`config.mk`:
```
export PLATFORM = sky130hd
export DESIGN_NAME = dlbu_top
export DESIGN_NICKNAME = d
export VERILOG_FILES = /design/src/hw/dlbu_pkg.sv /design/src/hw/dlbu_top.sv
export VERILOG_INCLUDE_DIRS = /design/src /design/src/hw
export SDC_FILE = /design/constraint.sdc
export NUM_CORES = 2
export LEC_CHECK = 0
export BUFFER_PORTS_ARGS = -buffer_cell sky130_fd_sc_hd__buf_4
export CORE_UTILIZATION = 41
export CTS_BUF_LIST = sky130_fd_sc_hd__clkbuf_4 sky130_fd_sc_hd__clkbuf_8
export CTS_CLUSTER_SIZE = 28
export DETAILED_ROUTE_END_ITERATION = 8
export PLACE_DENSITY_LB_ADDON = 0.3
export SYNTH_ARGS = -nofsm -noshare
export SYNTH_HDL_FRONTEND = slang
export SYNTH_SLANG_ARGS = --single-unit
```
`constraint.sdc`:
```
create_clock -name clk_i -period 8.1 [get_ports clk_i]
set_clock_uncertainty 0.1 [all_clocks]
set_input_delay 0.81 -clock clk_i [delete_from_list [all_inputs] [get_ports clk_i]]
set_output_delay 0.81 -clock clk_i [all_outputs]
set_load 0.05 [all_outputs]
```
`src/hw/dlbu_cfg.svh`:
```
// constants for the data line buffer unit
// Functional notes
// - buffers hold 128-bit lines of four words
// - only data window accesses use the buffers
// - fetches, TCM and NVM bypass the buffers
// - each buffer tagged modified, write, shared, invalid
// - modified buffer written back before any reuse
// - write buffer collects bytes, holds no read data
// - read of write buffer fetches, merges, becomes modified
// - fully written write buffer becomes modified directly
// - write to shared buffer makes it modified
// - read miss fills a shared buffer
// - invalidated shared buffer becomes invalid, no write-back
// - write miss allocates a write buffer
// - allocation takes an invalid buffer first
// - else oldest buffer, shared preferred, freed first
// - dirty buffers flushed early, modified become shared
// - level 0 keeps at most two dirty buffers
// - level 1 allows three dirty buffers
// - per-buffer enable, disabled never allocated
// - no per-address buffering choice exists
// - recency counter cleared on use, else incremented until it saturates
// - flush then invalidate empties every buffer
`ifndef DLBU_CFG_SVH
`define DLBU_CFG_SVH
`define DLBU_WIN_LO 32'h10060000
`define DLBU_WIN_HI 32'h01FFFFFF
`define DLBU_NBUF 4
`define DLBU_ADR_CTRL 4'h0
`define DLBU_ADR_STAT 4'h4
`define DLBU_CTRL_LVL 4
`define DLBU_CTRL_FLUSH 8
`define DLBU_CTRL_INVAL 9
`define DLBU_STAT_FPEND 16
`define DLBU_STAT_IPEND 17
`define DLBU_EN_RST 4'hF
`define DLBU_LVL_RST 1'b0
`define DLBU_LIMIT0 3'h2
`define DLBU_LIMIT1 3'h3
`endif

```
`src/hw/dlbu_pkg.sv`:
```
// types for the data line buffer unit
package dlbu_pkg;
  typedef enum logic [1:0] {
    DLBU_INV = 2'h0,
    DLBU_SHR = 2'h1,
    DLBU_WRT = 2'h2,
    DLBU_MOD = 2'h3
  } dlbu_line_type;
  typedef enum logic [2:0] {
    DLBU_IDLE = 3'h0,
    DLBU_AR = 3'h1,
    DLBU_R = 3'h2,
    DLBU_WB = 3'h3,
    DLBU_B = 3'h4
  } dlbu_fsm_type;
endpackage : dlbu_pkg

```
`src/hw/dlbu_top.sv`:
```
// data line buffer unit: line buffers, allocation, flush and register slave
//
// Our own choices: the placing of the registers and register access over Wishbone.
`timescale 1ns/100ps
`include "dlbu_cfg.svh"
module dlbu_top #(
  parameter int NBUF = `DLBU_NBUF,
  parameter int LRUW = 2,
  parameter logic [31:0] WIN_LO = `DLBU_WIN_LO,
  parameter logic [31:0] WIN_HI = `DLBU_WIN_HI
) (
  input wire logic clk_i,
  input wire logic rst_i,
  input wire logic [3:0] wb_adr_i,
  input wire logic [31:0] wb_dat_i,
  input wire logic [3:0] wb_sel_i,
  input wire logic wb_we_i,
  input wire logic wb_cyc_i,
  input wire logic wb_stb_i,
  output logic [31:0] wb_dat_o,
  output logic wb_ack_o,
  input wire logic cpu_req_i,
  input wire logic cpu_fetch_i,
  input wire logic cpu_we_i,
  input wire logic [31:0] cpu_addr_i,
  input wire logic [3:0] cpu_be_i,
  input wire logic [31:0] cpu_wdata_i,
  output logic cpu_ack_o,
  output logic [31:0] cpu_rdata_o,
  output logic axi_arvalid_o,
  output logic [31:0] axi_araddr_o,
  input wire logic axi_arready_i,
  input wire logic axi_rvalid_i,
  input wire logic [127:0] axi_rdata_i,
  output logic axi_rready_o,
  output logic axi_awvalid_o,
  output logic [31:0] axi_awaddr_o,
  input wire logic axi_awready_i,
  output logic axi_wvalid_o,
  output logic [127:0] axi_wdata_o,
  output logic [15:0] axi_wstrb_o,
  input wire logic axi_wready_i,
  input wire logic axi_bvalid_i,
  output logic axi_bready_o
);
  localparam int IW = (NBUF > 1) ? $clog2(NBUF) : 1;
  localparam logic [LRUW-1:0] LRU_MAX = '1;

  if (NBUF < 1 || NBUF > 4 || LRUW < 1) begin : g_chk
    $error("dlbu_top: NBUF must be 1 to 4 and LRUW at least 1");
  end

  // ----------------------------------------------------------------
  // register slave
  // ----------------------------------------------------------------
  logic [3:0] en_q, en_d;
  logic lvl_q, lvl_d, fpend_q, fpend_d, ipend_q, ipend_d;
  logic wb_ack_q, wb_ack_d;
  logic [31:0] wb_dat_q, wb_dat_d;
  logic any_dirty, inval_go;
  dlbu_pkg::dlbu_line_type st_q [NBUF];
  dlbu_pkg::dlbu_line_type st_d [NBUF];

  // decode, command bits and status read; a new command wins over completion
  always_comb begin
    en_d = en_q;
    lvl_d = lvl_q;
    fpend_d = fpend_q && any_dirty;
    ipend_d = ipend_q && !inval_go;
    wb_ack_d = wb_cyc_i && wb_stb_i && !wb_ack_q;
    wb_dat_d = 32'h0;
    if (wb_ack_d && wb_we_i && wb_adr_i == `DLBU_ADR_CTRL) begin
      if (wb_sel_i[0]) begin
        en_d = wb_dat_i[3:0];
        lvl_d = wb_dat_i[`DLBU_CTRL_LVL];
      end
      if (wb_sel_i[1] && wb_dat_i[`DLBU_CTRL_FLUSH]) fpend_d = 1'b1;
      if (wb_sel_i[1] && wb_dat_i[`DLBU_CTRL_INVAL]) ipend_d = 1'b1;
    end
    if (wb_ack_d && !wb_we_i && wb_adr_i == `DLBU_ADR_CTRL) begin
      wb_dat_d[3:0] = en_q;
      wb_dat_d[`DLBU_CTRL_LVL] = lvl_q;
    end
    if (wb_ack_d && !wb_we_i && wb_adr_i == `DLBU_ADR_STAT) begin
      for (int i = 0; i < NBUF; i++) wb_dat_d[2*i +: 2] = st_q[i];
      wb_dat_d[`DLBU_STAT_FPEND] = fpend_q;
      wb_dat_d[`DLBU_STAT_IPEND] = ipend_q;
    end
  end

  // register slave flops
  always_ff @(posedge clk_i) begin
    if (rst_i) begin
      en_q <= `DLBU_EN_RST;
      lvl_q <= `DLBU_LVL_RST;
      fpend_q <= 1'b0;
      ipend_q <= 1'b0;
      wb_ack_q <= 1'b0;
      wb_dat_q <= 32'h0;
    end else begin
      en_q <= en_d;
      lvl_q <= lvl_d;
      fpend_q <= fpend_d;
      ipend_q <= ipend_d;
      wb_ack_q <= wb_ack_d;
      wb_dat_q <= wb_dat_d;
    end
  end
  assign wb_ack_o = wb_ack_q;
  assign wb_dat_o = wb_dat_q;

  // ----------------------------------------------------------------
  // line buffers and controller
  // ----------------------------------------------------------------
  logic [27:0] tag_q [NBUF];
  logic [27:0] tag_d [NBUF];
  logic [127:0] dat_q [NBUF];
  logic [127:0] dat_d [NBUF];
  logic [15:0] ben_q [NBUF];
  logic [15:0] ben_d [NBUF];
  logic [LRUW-1:0] lru_q [NBUF];
  logic [LRUW-1:0] lru_d [NBUF];
  dlbu_pkg::dlbu_fsm_type fsm_q, fsm_d;
  logic [IW-1:0] idx_q, idx_d, hit_idx, vic_idx, old_idx;
  logic byp_q, byp_d, hit, have_en, bypass;
  logic [2:0] dirty_cnt;
  logic cack_q, cack_d, arv_q, arv_d, rrdy_q, rrdy_d;
  logic awv_q, awv_d, wv_q, wv_d, brdy_q, brdy_d;
  logic [31:0] crd_q, crd_d, ara_q, ara_d, awa_q, awa_d;
  logic [127:0] wd_q, wd_d, line_m;
  logic [15:0] ws_q, ws_d;
  logic [27:0] line_a;
  logic [1:0] wsel;
  logic evt, do_wr, flush_due;

  assign line_a = cpu_addr_i[31:4];
  assign wsel = cpu_addr_i[3:2];
  // too many dirty lines for the selected level
  assign flush_due = dirty_cnt > (lvl_q ? `DLBU_LIMIT1 : `DLBU_LIMIT0);

  // lookup, victim choice and dirty count
  always_comb begin
    hit = 1'b0;
    hit_idx = '0;
    have_en = 1'b0;
    vic_idx = '0;
    old_idx = '0;
    any_dirty = 1'b0;
    dirty_cnt = 3'h0;
    for (int i = 0; i < NBUF; i++) begin
      if (st_q[i] != dlbu_pkg::DLBU_INV && tag_q[i] == line_a) begin
        hit = 1'b1;
        hit_idx = IW'(i);
      end
      if (st_q[i] == dlbu_pkg::DLBU_WRT || st_q[i] == dlbu_pkg::DLBU_MOD) begin
        if (!any_dirty || lru_q[i] > lru_q[old_idx]) old_idx = IW'(i);
        any_dirty = 1'b1;
        dirty_cnt = dirty_cnt + 3'h1;
      end
    end
    // rank: invalid first, then shared, then anything, older wins
    for (int i = 0; i < NBUF; i++) begin
      if (en_q[i]) begin
        if (!have_en) vic_idx = IW'(i);
        else if (st_q[vic_idx] == dlbu_pkg::DLBU_INV) vic_idx = vic_idx;
        else if (st_q[i] == dlbu_pkg::DLBU_INV) vic_idx = IW'(i);
        else if (st_q[i] == dlbu_pkg::DLBU_SHR && st_q[vic_idx] != dlbu_pkg::DLBU_SHR)
          vic_idx = IW'(i);
        else if ((st_q[i] == dlbu_pkg::DLBU_SHR) == (st_q[vic_idx] == dlbu_pkg::DLBU_SHR)
                 && lru_q[i] > lru_q[vic_idx]) vic_idx = IW'(i);
        have_en = 1'b1;
      end
    end
    // fetch, window and buffer enables decide; there is no per-range setting
    bypass = cpu_fetch_i || cpu_addr_i < WIN_LO || cpu_addr_i > WIN_HI || !have_en;
  end

  // controller next state
  always_comb begin
    st_d = st_q;
    tag_d = tag_q;
    dat_d = dat_q;
    ben_d = ben_q;
    lru_d = lru_q;
    fsm_d = fsm_q;
    idx_d = idx_q;
    byp_d = byp_q;
    cack_d = 1'b0;
    crd_d = crd_q;
    arv_d = arv_q;
    ara_d = ara_q;
    rrdy_d = rrdy_q;
    awv_d = awv_q;
    awa_d = awa_q;
    wv_d = wv_q;
    wd_d = wd_q;
    ws_d = ws_q;
    brdy_d = brdy_q;
    evt = 1'b0;
    do_wr = 1'b0;
    inval_go = 1'b0;
    line_m = axi_rdata_i;
    case (fsm_q)
      dlbu_pkg::DLBU_IDLE: begin
        if (cpu_req_i && !cack_q) begin
          byp_d = bypass;
          if (bypass && cpu_we_i) begin
            awv_d = 1'b1;
            wv_d = 1'b1;
            awa_d = {line_a, 4'h0};
            wd_d = {4{cpu_wdata_i}};
            ws_d = 16'(cpu_be_i) << {wsel, 2'h0};
            fsm_d = dlbu_pkg::DLBU_WB;
          end else if (bypass || (hit && !cpu_we_i && st_q[hit_idx] == dlbu_pkg::DLBU_WRT)) begin
            idx_d = hit_idx;
            arv_d = 1'b1;
            ara_d = {line_a, 4'h0};
            fsm_d = dlbu_pkg::DLBU_AR;
          end else if (hit) begin
            idx_d = hit_idx;
            evt = 1'b1;
            cack_d = 1'b1;
            crd_d = dat_q[hit_idx][{wsel, 5'h0} +: 32];
            if (cpu_we_i) begin
              do_wr = 1'b1;
              if (st_q[hit_idx] == dlbu_pkg::DLBU_SHR) st_d[hit_idx] = dlbu_pkg::DLBU_MOD;
            end
          end else if (st_q[vic_idx] == dlbu_pkg::DLBU_MOD ||
                       st_q[vic_idx] == dlbu_pkg::DLBU_WRT) begin
            idx_d = vic_idx;
            byp_d = 1'b0;
            awv_d = 1'b1;
            wv_d = 1'b1;
            awa_d = {tag_q[vic_idx], 4'h0};
            wd_d = dat_q[vic_idx];
            ws_d = ben_q[vic_idx];
            fsm_d = dlbu_pkg::DLBU_WB;
          end else begin
            idx_d = vic_idx;
            evt = 1'b1;
            tag_d[vic_idx] = line_a;
            ben_d[vic_idx] = 16'h0;
            if (cpu_we_i) begin
              st_d[vic_idx] = dlbu_pkg::DLBU_WRT;
              do_wr = 1'b1;
              cack_d = 1'b1;
            end else begin
              st_d[vic_idx] = dlbu_pkg::DLBU_INV;
              arv_d = 1'b1;
              ara_d = {line_a, 4'h0};
              fsm_d = dlbu_pkg::DLBU_AR;
            end
          end
        end else if ((fpend_q && any_dirty) || flush_due) begin
          idx_d = old_idx;
          byp_d = 1'b0;
          awv_d = 1'b1;
          wv_d = 1'b1;
          awa_d = {tag_q[old_idx], 4'h0};
          wd_d = dat_q[old_idx];
          ws_d = ben_q[old_idx];
          fsm_d = dlbu_pkg::DLBU_WB;
        end else if (ipend_q && !fpend_q) begin
          inval_go = 1'b1;
          for (int i = 0; i < NBUF; i++)
            if (st_q[i] == dlbu_pkg::DLBU_SHR) st_d[i] = dlbu_pkg::DLBU_INV;
        end
      end
      dlbu_pkg::DLBU_AR: begin
        if (axi_arready_i) begin
          arv_d = 1'b0;
          rrdy_d = 1'b1;
          fsm_d = dlbu_pkg::DLBU_R;
        end
      end
      dlbu_pkg::DLBU_R: begin
        if (axi_rvalid_i) begin
          rrdy_d = 1'b0;
          fsm_d = dlbu_pkg::DLBU_IDLE;
          cack_d = 1'b1;
          if (!byp_q) begin
            evt = 1'b1;
            if (st_q[idx_q] == dlbu_pkg::DLBU_WRT) begin
              for (int k = 0; k < 16; k++)
                if (ben_q[idx_q][k]) line_m[8*k +: 8] = dat_q[idx_q][8*k +: 8];
              st_d[idx_q] = dlbu_pkg::DLBU_MOD;
            end else begin
              st_d[idx_q] = dlbu_pkg::DLBU_SHR;
            end
            dat_d[idx_q] = line_m;
          end
          // the line address is aligned; the held request picks the word
          crd_d = line_m[{wsel, 5'h0} +: 32];
        end
      end
      dlbu_pkg::DLBU_WB: begin
        if (axi_awready_i) awv_d = 1'b0;
        if (axi_wready_i) wv_d = 1'b0;
        if ((!awv_q || axi_awready_i) && (!wv_q || axi_wready_i)) begin
          brdy_d = 1'b1;
          fsm_d = dlbu_pkg::DLBU_B;
        end
      end
      dlbu_pkg::DLBU_B: begin
        if (axi_bvalid_i) begin
          brdy_d = 1'b0;
          fsm_d = dlbu_pkg::DLBU_IDLE;
          cack_d = byp_q;
          if (!byp_q) begin
            ben_d[idx_q] = 16'h0;
            st_d[idx_q] = (st_q[idx_q] == dlbu_pkg::DLBU_MOD) ?
                          dlbu_pkg::DLBU_SHR : dlbu_pkg::DLBU_INV;
          end
        end
      end
      default: fsm_d = dlbu_pkg::DLBU_IDLE;
    endcase
    // byte merge of a processor write into the chosen buffer
    if (do_wr) begin
      for (int b = 0; b < 4; b++) begin
        if (cpu_be_i[b]) begin
          dat_d[idx_d][{wsel, 2'(b), 3'h0} +: 8] = cpu_wdata_i[8*b +: 8];
          ben_d[idx_d][{wsel, 2'(b)}] = 1'b1;
        end
      end
      if (st_d[idx_d] == dlbu_pkg::DLBU_WRT && ben_d[idx_d] == 16'hFFFF)
        st_d[idx_d] = dlbu_pkg::DLBU_MOD;
    end
    // recency: used buffer restarts, the others age
    if (evt) begin
      for (int i = 0; i < NBUF; i++) begin
        if (IW'(i) == idx_d) lru_d[i] = '0;
        else if (lru_q[i] != LRU_MAX) lru_d[i] = lru_q[i] + 1'b1;
      end
    end
  end

  // controller flops
  always_ff @(posedge clk_i) begin
    if (rst_i) begin
      for (int i = 0; i < NBUF; i++) begin
        st_q[i] <= dlbu_pkg::DLBU_INV;
        tag_q[i] <= 28'h0;
        dat_q[i] <= 128'h0;
        ben_q[i] <= 16'h0;
        lru_q[i] <= '0;
      end
      fsm_q <= dlbu_pkg::DLBU_IDLE;
      idx_q <= '0;
      byp_q <= 1'b0;
      cack_q <= 1'b0;
      crd_q <= 32'h0;
      arv_q <= 1'b0;
      ara_q <= 32'h0;
      rrdy_q <= 1'b0;
      awv_q <= 1'b0;
      awa_q <= 32'h0;
      wv_q <= 1'b0;
      wd_q <= 128'h0;
      ws_q <= 16'h0;
      brdy_q <= 1'b0;
    end else begin
      st_q <= st_d;
      tag_q <= tag_d;
      dat_q <= dat_d;
      ben_q <= ben_d;
      lru_q <= lru_d;
      fsm_q <= fsm_d;
      idx_q <= idx_d;
      byp_q <= byp_d;
      cack_q <= cack_d;
      crd_q <= crd_d;
      arv_q <= arv_d;
      ara_q <= ara_d;
      rrdy_q <= rrdy_d;
      awv_q <= awv_d;
      awa_q <= awa_d;
      wv_q <= wv_d;
      wd_q <= wd_d;
      ws_q <= ws_d;
      brdy_q <= brdy_d;
    end
  end

  // outputs straight from flops
  assign cpu_ack_o = cack_q;
  assign cpu_rdata_o = crd_q;
  assign axi_arvalid_o = arv_q;
  assign axi_araddr_o = ara_q;
  assign axi_rready_o = rrdy_q;
  assign axi_awvalid_o = awv_q;
  assign axi_awaddr_o = awa_q;
  assign axi_wvalid_o = wv_q;
  assign axi_wdata_o = wd_q;
  assign axi_wstrb_o = ws_q;
  assign axi_bready_o = brdy_q;
endmodule : dlbu_top

```
==> qor.txt <==
CTS buffer count: 166
Slew at the pin with the worst max-slew slack: 1.41 ns
Post-CTS Setup Repair Bufs: 0
Hold_buf cts: 0
Slew HR: 6.13%
First-pass DRT Iterations: 8
First-pass GRT wire length: 254000 um
Worst Setup End Kind: register
Tmin final: 6.17 ns
NumNets Final: 5477
Number of synthesized flops with an enable pin: 0
# resized after CTS: 0
Data arrival, critical path: 6.83 ns
Max Root-Sink Buffers: 3
Setup TNS: 0 ns
Core Region: 109000 sq um
Clock power frac: 38.7%
GR Overflow Total: 0
Critical path launch point type: register
Root Buffer: clkbuf_8
H-Tree Depth: 4
Placement Rows: 121
Buffers on Ports: 467
Post-synth top cells: 966 x dfxtp_1, 895 x nor2_1, 686 x a211oi_1
Worst path slowest cell: a21oi_4
Clk slew on worst S/H paths: 0.06 ns
Initial antenna violation count: 22
Combinational Power Share: 19.5%
Synthesized area: 45500 sq um
RD Place Congestion: 0.888
Synth Flop Type: dfxtp_1
Path type of the worst min-delay path: in2reg
TritonCTS clock tree: done
Final setup vio count: 0
VDD IR-drop max: 141 uV
Cell with the most instances after synthesis: dfxtp_1
Yosys Warn Count: 0
Sequential-to-total area share from yosys stat: 42.5%
Die area: 112000 sq um
Switching share of power: 32.3%
P_leak: 19.2 nW
Cell taking the most area after synthesis: dfxtp_1
CP max stage delay: 0.66 ns
Internal: 8.52 mW
Pwr/cell area: 237 nW/um^2
I/O Pins: 528
Final slew viol count: 0
Status: completed
Ranking of synthesized cells by area: dfxtp_1 42%, a211oi_1 11%, nor2_1 7.4%
Post-synth top area share: 42.5%
Cell variety after synth: 64
Initial DRC Count: 5051
Area delta synth->final: 16.8%
CP cell instances: inv_1 > ha_1 > nor2b_1 > o21ai_0 > a21oi_4 > a21oi_1 > ha_1 > nor2b_1 > a2bb2oi_1 > o21a_4 > nor2_1 > a21oi_1 > ha_1 > nor2b_1 > a2bb2oi_1 > o21a_2 > nor2_4 > buf_12 > o221ai_1 > a311o_1 > a211oi_1
Largest net degree at the start of global routing: 216
Die width: 335 um
DR WL/cell: 25.8 um
Number of clock sinks: 966
Max Cap Viol: 0
Cells after Synth: 5013
Kind of critical path: reg2reg
Die Span Y: 335 um
Post-route ant nets: 0
Final worst-path cycle share: 76.2%
RSZ-0062 raised after global routing: no
Fraction of layout instances using a drive strength above 1: 19.4%
Yosys reg bits: 966
Total net switching power: 4.06 mW
Vias in the first global route: 38100
Total number of vias: 41200
Detailed placer's ending HPWL: 113000 um
Drt drc: 0
Seq pwr share: 41.9%
Worst skew pair latency: 0.88 ns
Hold Vio Cnt, Final: 0
Filler cells: 10300
Overall Global Routing Usage: 30.2%
Initial Utilization: 41.6%
Critical path fanouts, max: 128
Synth Area per Inst: 9.08 sq um
Post-Route WL: 176000 um
Final Util: 48.6%
Via density: 6.04
Highest clock rate: 162 MHz
Critical Path RT: 8.76 ns
Synth async-reset ratio: 0%
logic make-up after synthesis:
logic type      count (synthesis)  synth area share [%]
flops                         966                  42.5
buf+inv                       550                  5.25
simple gates                 1694                  15.9
mux                           409                  13.0
xor+xnor                       89                  1.71
fa+ha+maj                      14                 0.385
other cells                     1               0.00824
compound gates               1290                  21.3
final timing paths:
kind                    startpoint               end  slack, ns  cells past startpoint
setup / recovery          lru_q[7]   axi_wdata_o[89]       1.93                     21
hold / removal         wb_dat_i[4]             lvl_q       0.07                      3
setup reg to reg          lru_q[7]   axi_wdata_o[89]       1.93                     21
hold reg to reg   axi_araddr_o[31]  axi_araddr_o[31]       0.36                      2
registers in the layout (all words and copies together) (netlist names), 2 cells and up:
signal,cells
tag_q,112
st_q,8
axi_wdata_o,128
cpu_rdata_o,32
fsm_q,3
ben_q,64
en_q,4
wb_dat_o,10
axi_awaddr_o,28
idx_q,2
axi_araddr_o,28
lru_q,8
axi_wstrb_o,16
dat_q,512
per-stage QoR:
stage               setup WS, ns  hold slack, ns  cells  area [sq um]  total power, mW
CTS                         2.03          0.0119   6824         53100             12.6
detailed placement          2.05           0.350   6522         49500             7.77
floorplan                   2.38           0.336   5042         45600             6.83
global placement            2.10           0.343   6522         49500             7.75
global route                1.73          0.0687   6825         53100             13.0
finish                      1.93          0.0728   6828         53200             12.6
power groups by stage:
stage          clock network (mW)  registers [mW]  logic, mW
2_1_floorplan                   0            5.76       1.07
3_3_place_gp                    0            5.35       2.40
3_5_place_dp                    0            5.36       2.41
4_1_cts                      4.91            5.26       2.42
5_1_grt                      5.14            5.28       2.55
6_report                     4.86            5.27       2.45
critical path: cells and delay by family (launching register included):
| kind | cells | cell delay (ns) |
|---|---|---|
| AOI/OAI and AO/OA | 11 | 3.48 |
| buffers and inverters | 2 | 0.67 |
| adders and majority gates | 3 | 0.80 |
| DFF | 1 | 0.36 |
| and+or+nand+nor | 5 | 0.50 |
cell usage in the layout (no fill, tap or decap), types with 10 or more instances in the layout:
cell type / Yosys / final
a211oi_1: 686 / 686
a21oi_1: 167 / 153
a21oi_2: 0 / 13
a311o_1: 128 / 128
a311oi_1: 44 / 44
and2_1: 105 / 105
buf_4: 46 / 526
clkbuf_4: 0 / 63
clkbuf_8: 0 / 216
conb_1: 1 / 30
dfxtp_1: 966 / 964
ha_1: 14 / 14
inv_1: 17 / 17
mux2i_1: 263 / 263
mux4_2: 146 / 146
nand2_1: 440 / 440
nand2_2: 11 / 11
nand3_1: 43 / 43
nand4_1: 18 / 18
nor2_1: 895 / 891
nor2b_1: 125 / 124
nor3_1: 15 / 12
nor4_1: 10 / 10
o21ai_0: 29 / 28
o221ai_1: 129 / 129
o22ai_1: 61 / 61
xnor2_1: 61 / 61
xor2_1: 28 / 28
layout make-up:
class | instances | area [sq um] | area share [%]
Clock buffer | 279 | 3450 | 6.48
Inverter | 18 | 67.6 | 0.127
Multi-Input combinational cell | 3526 | 24100 | 45.3
Tap cell | 1476 | 1850 | 3.47
Sequential cell | 966 | 19300 | 36.4
Antenna cell | 4 | 10.0 | 0.0188
Clock inverter | 23 | 224 | 0.421
Timing Repair Buffer | 536 | 4140 | 7.80
routing by layer:
layer	part of all wire [%]	wire (um)	track usage, %	vias to the layer above
met5	0.18	325	0.955	-
met4	5.4	9480	16.1	28
met3	11	19600	8.17	410
met2	44	77300	45.3	2256
met1	39	69300	39.3	19800
li1	-	-	-	18700
Power figures use the tool's default switching activity.
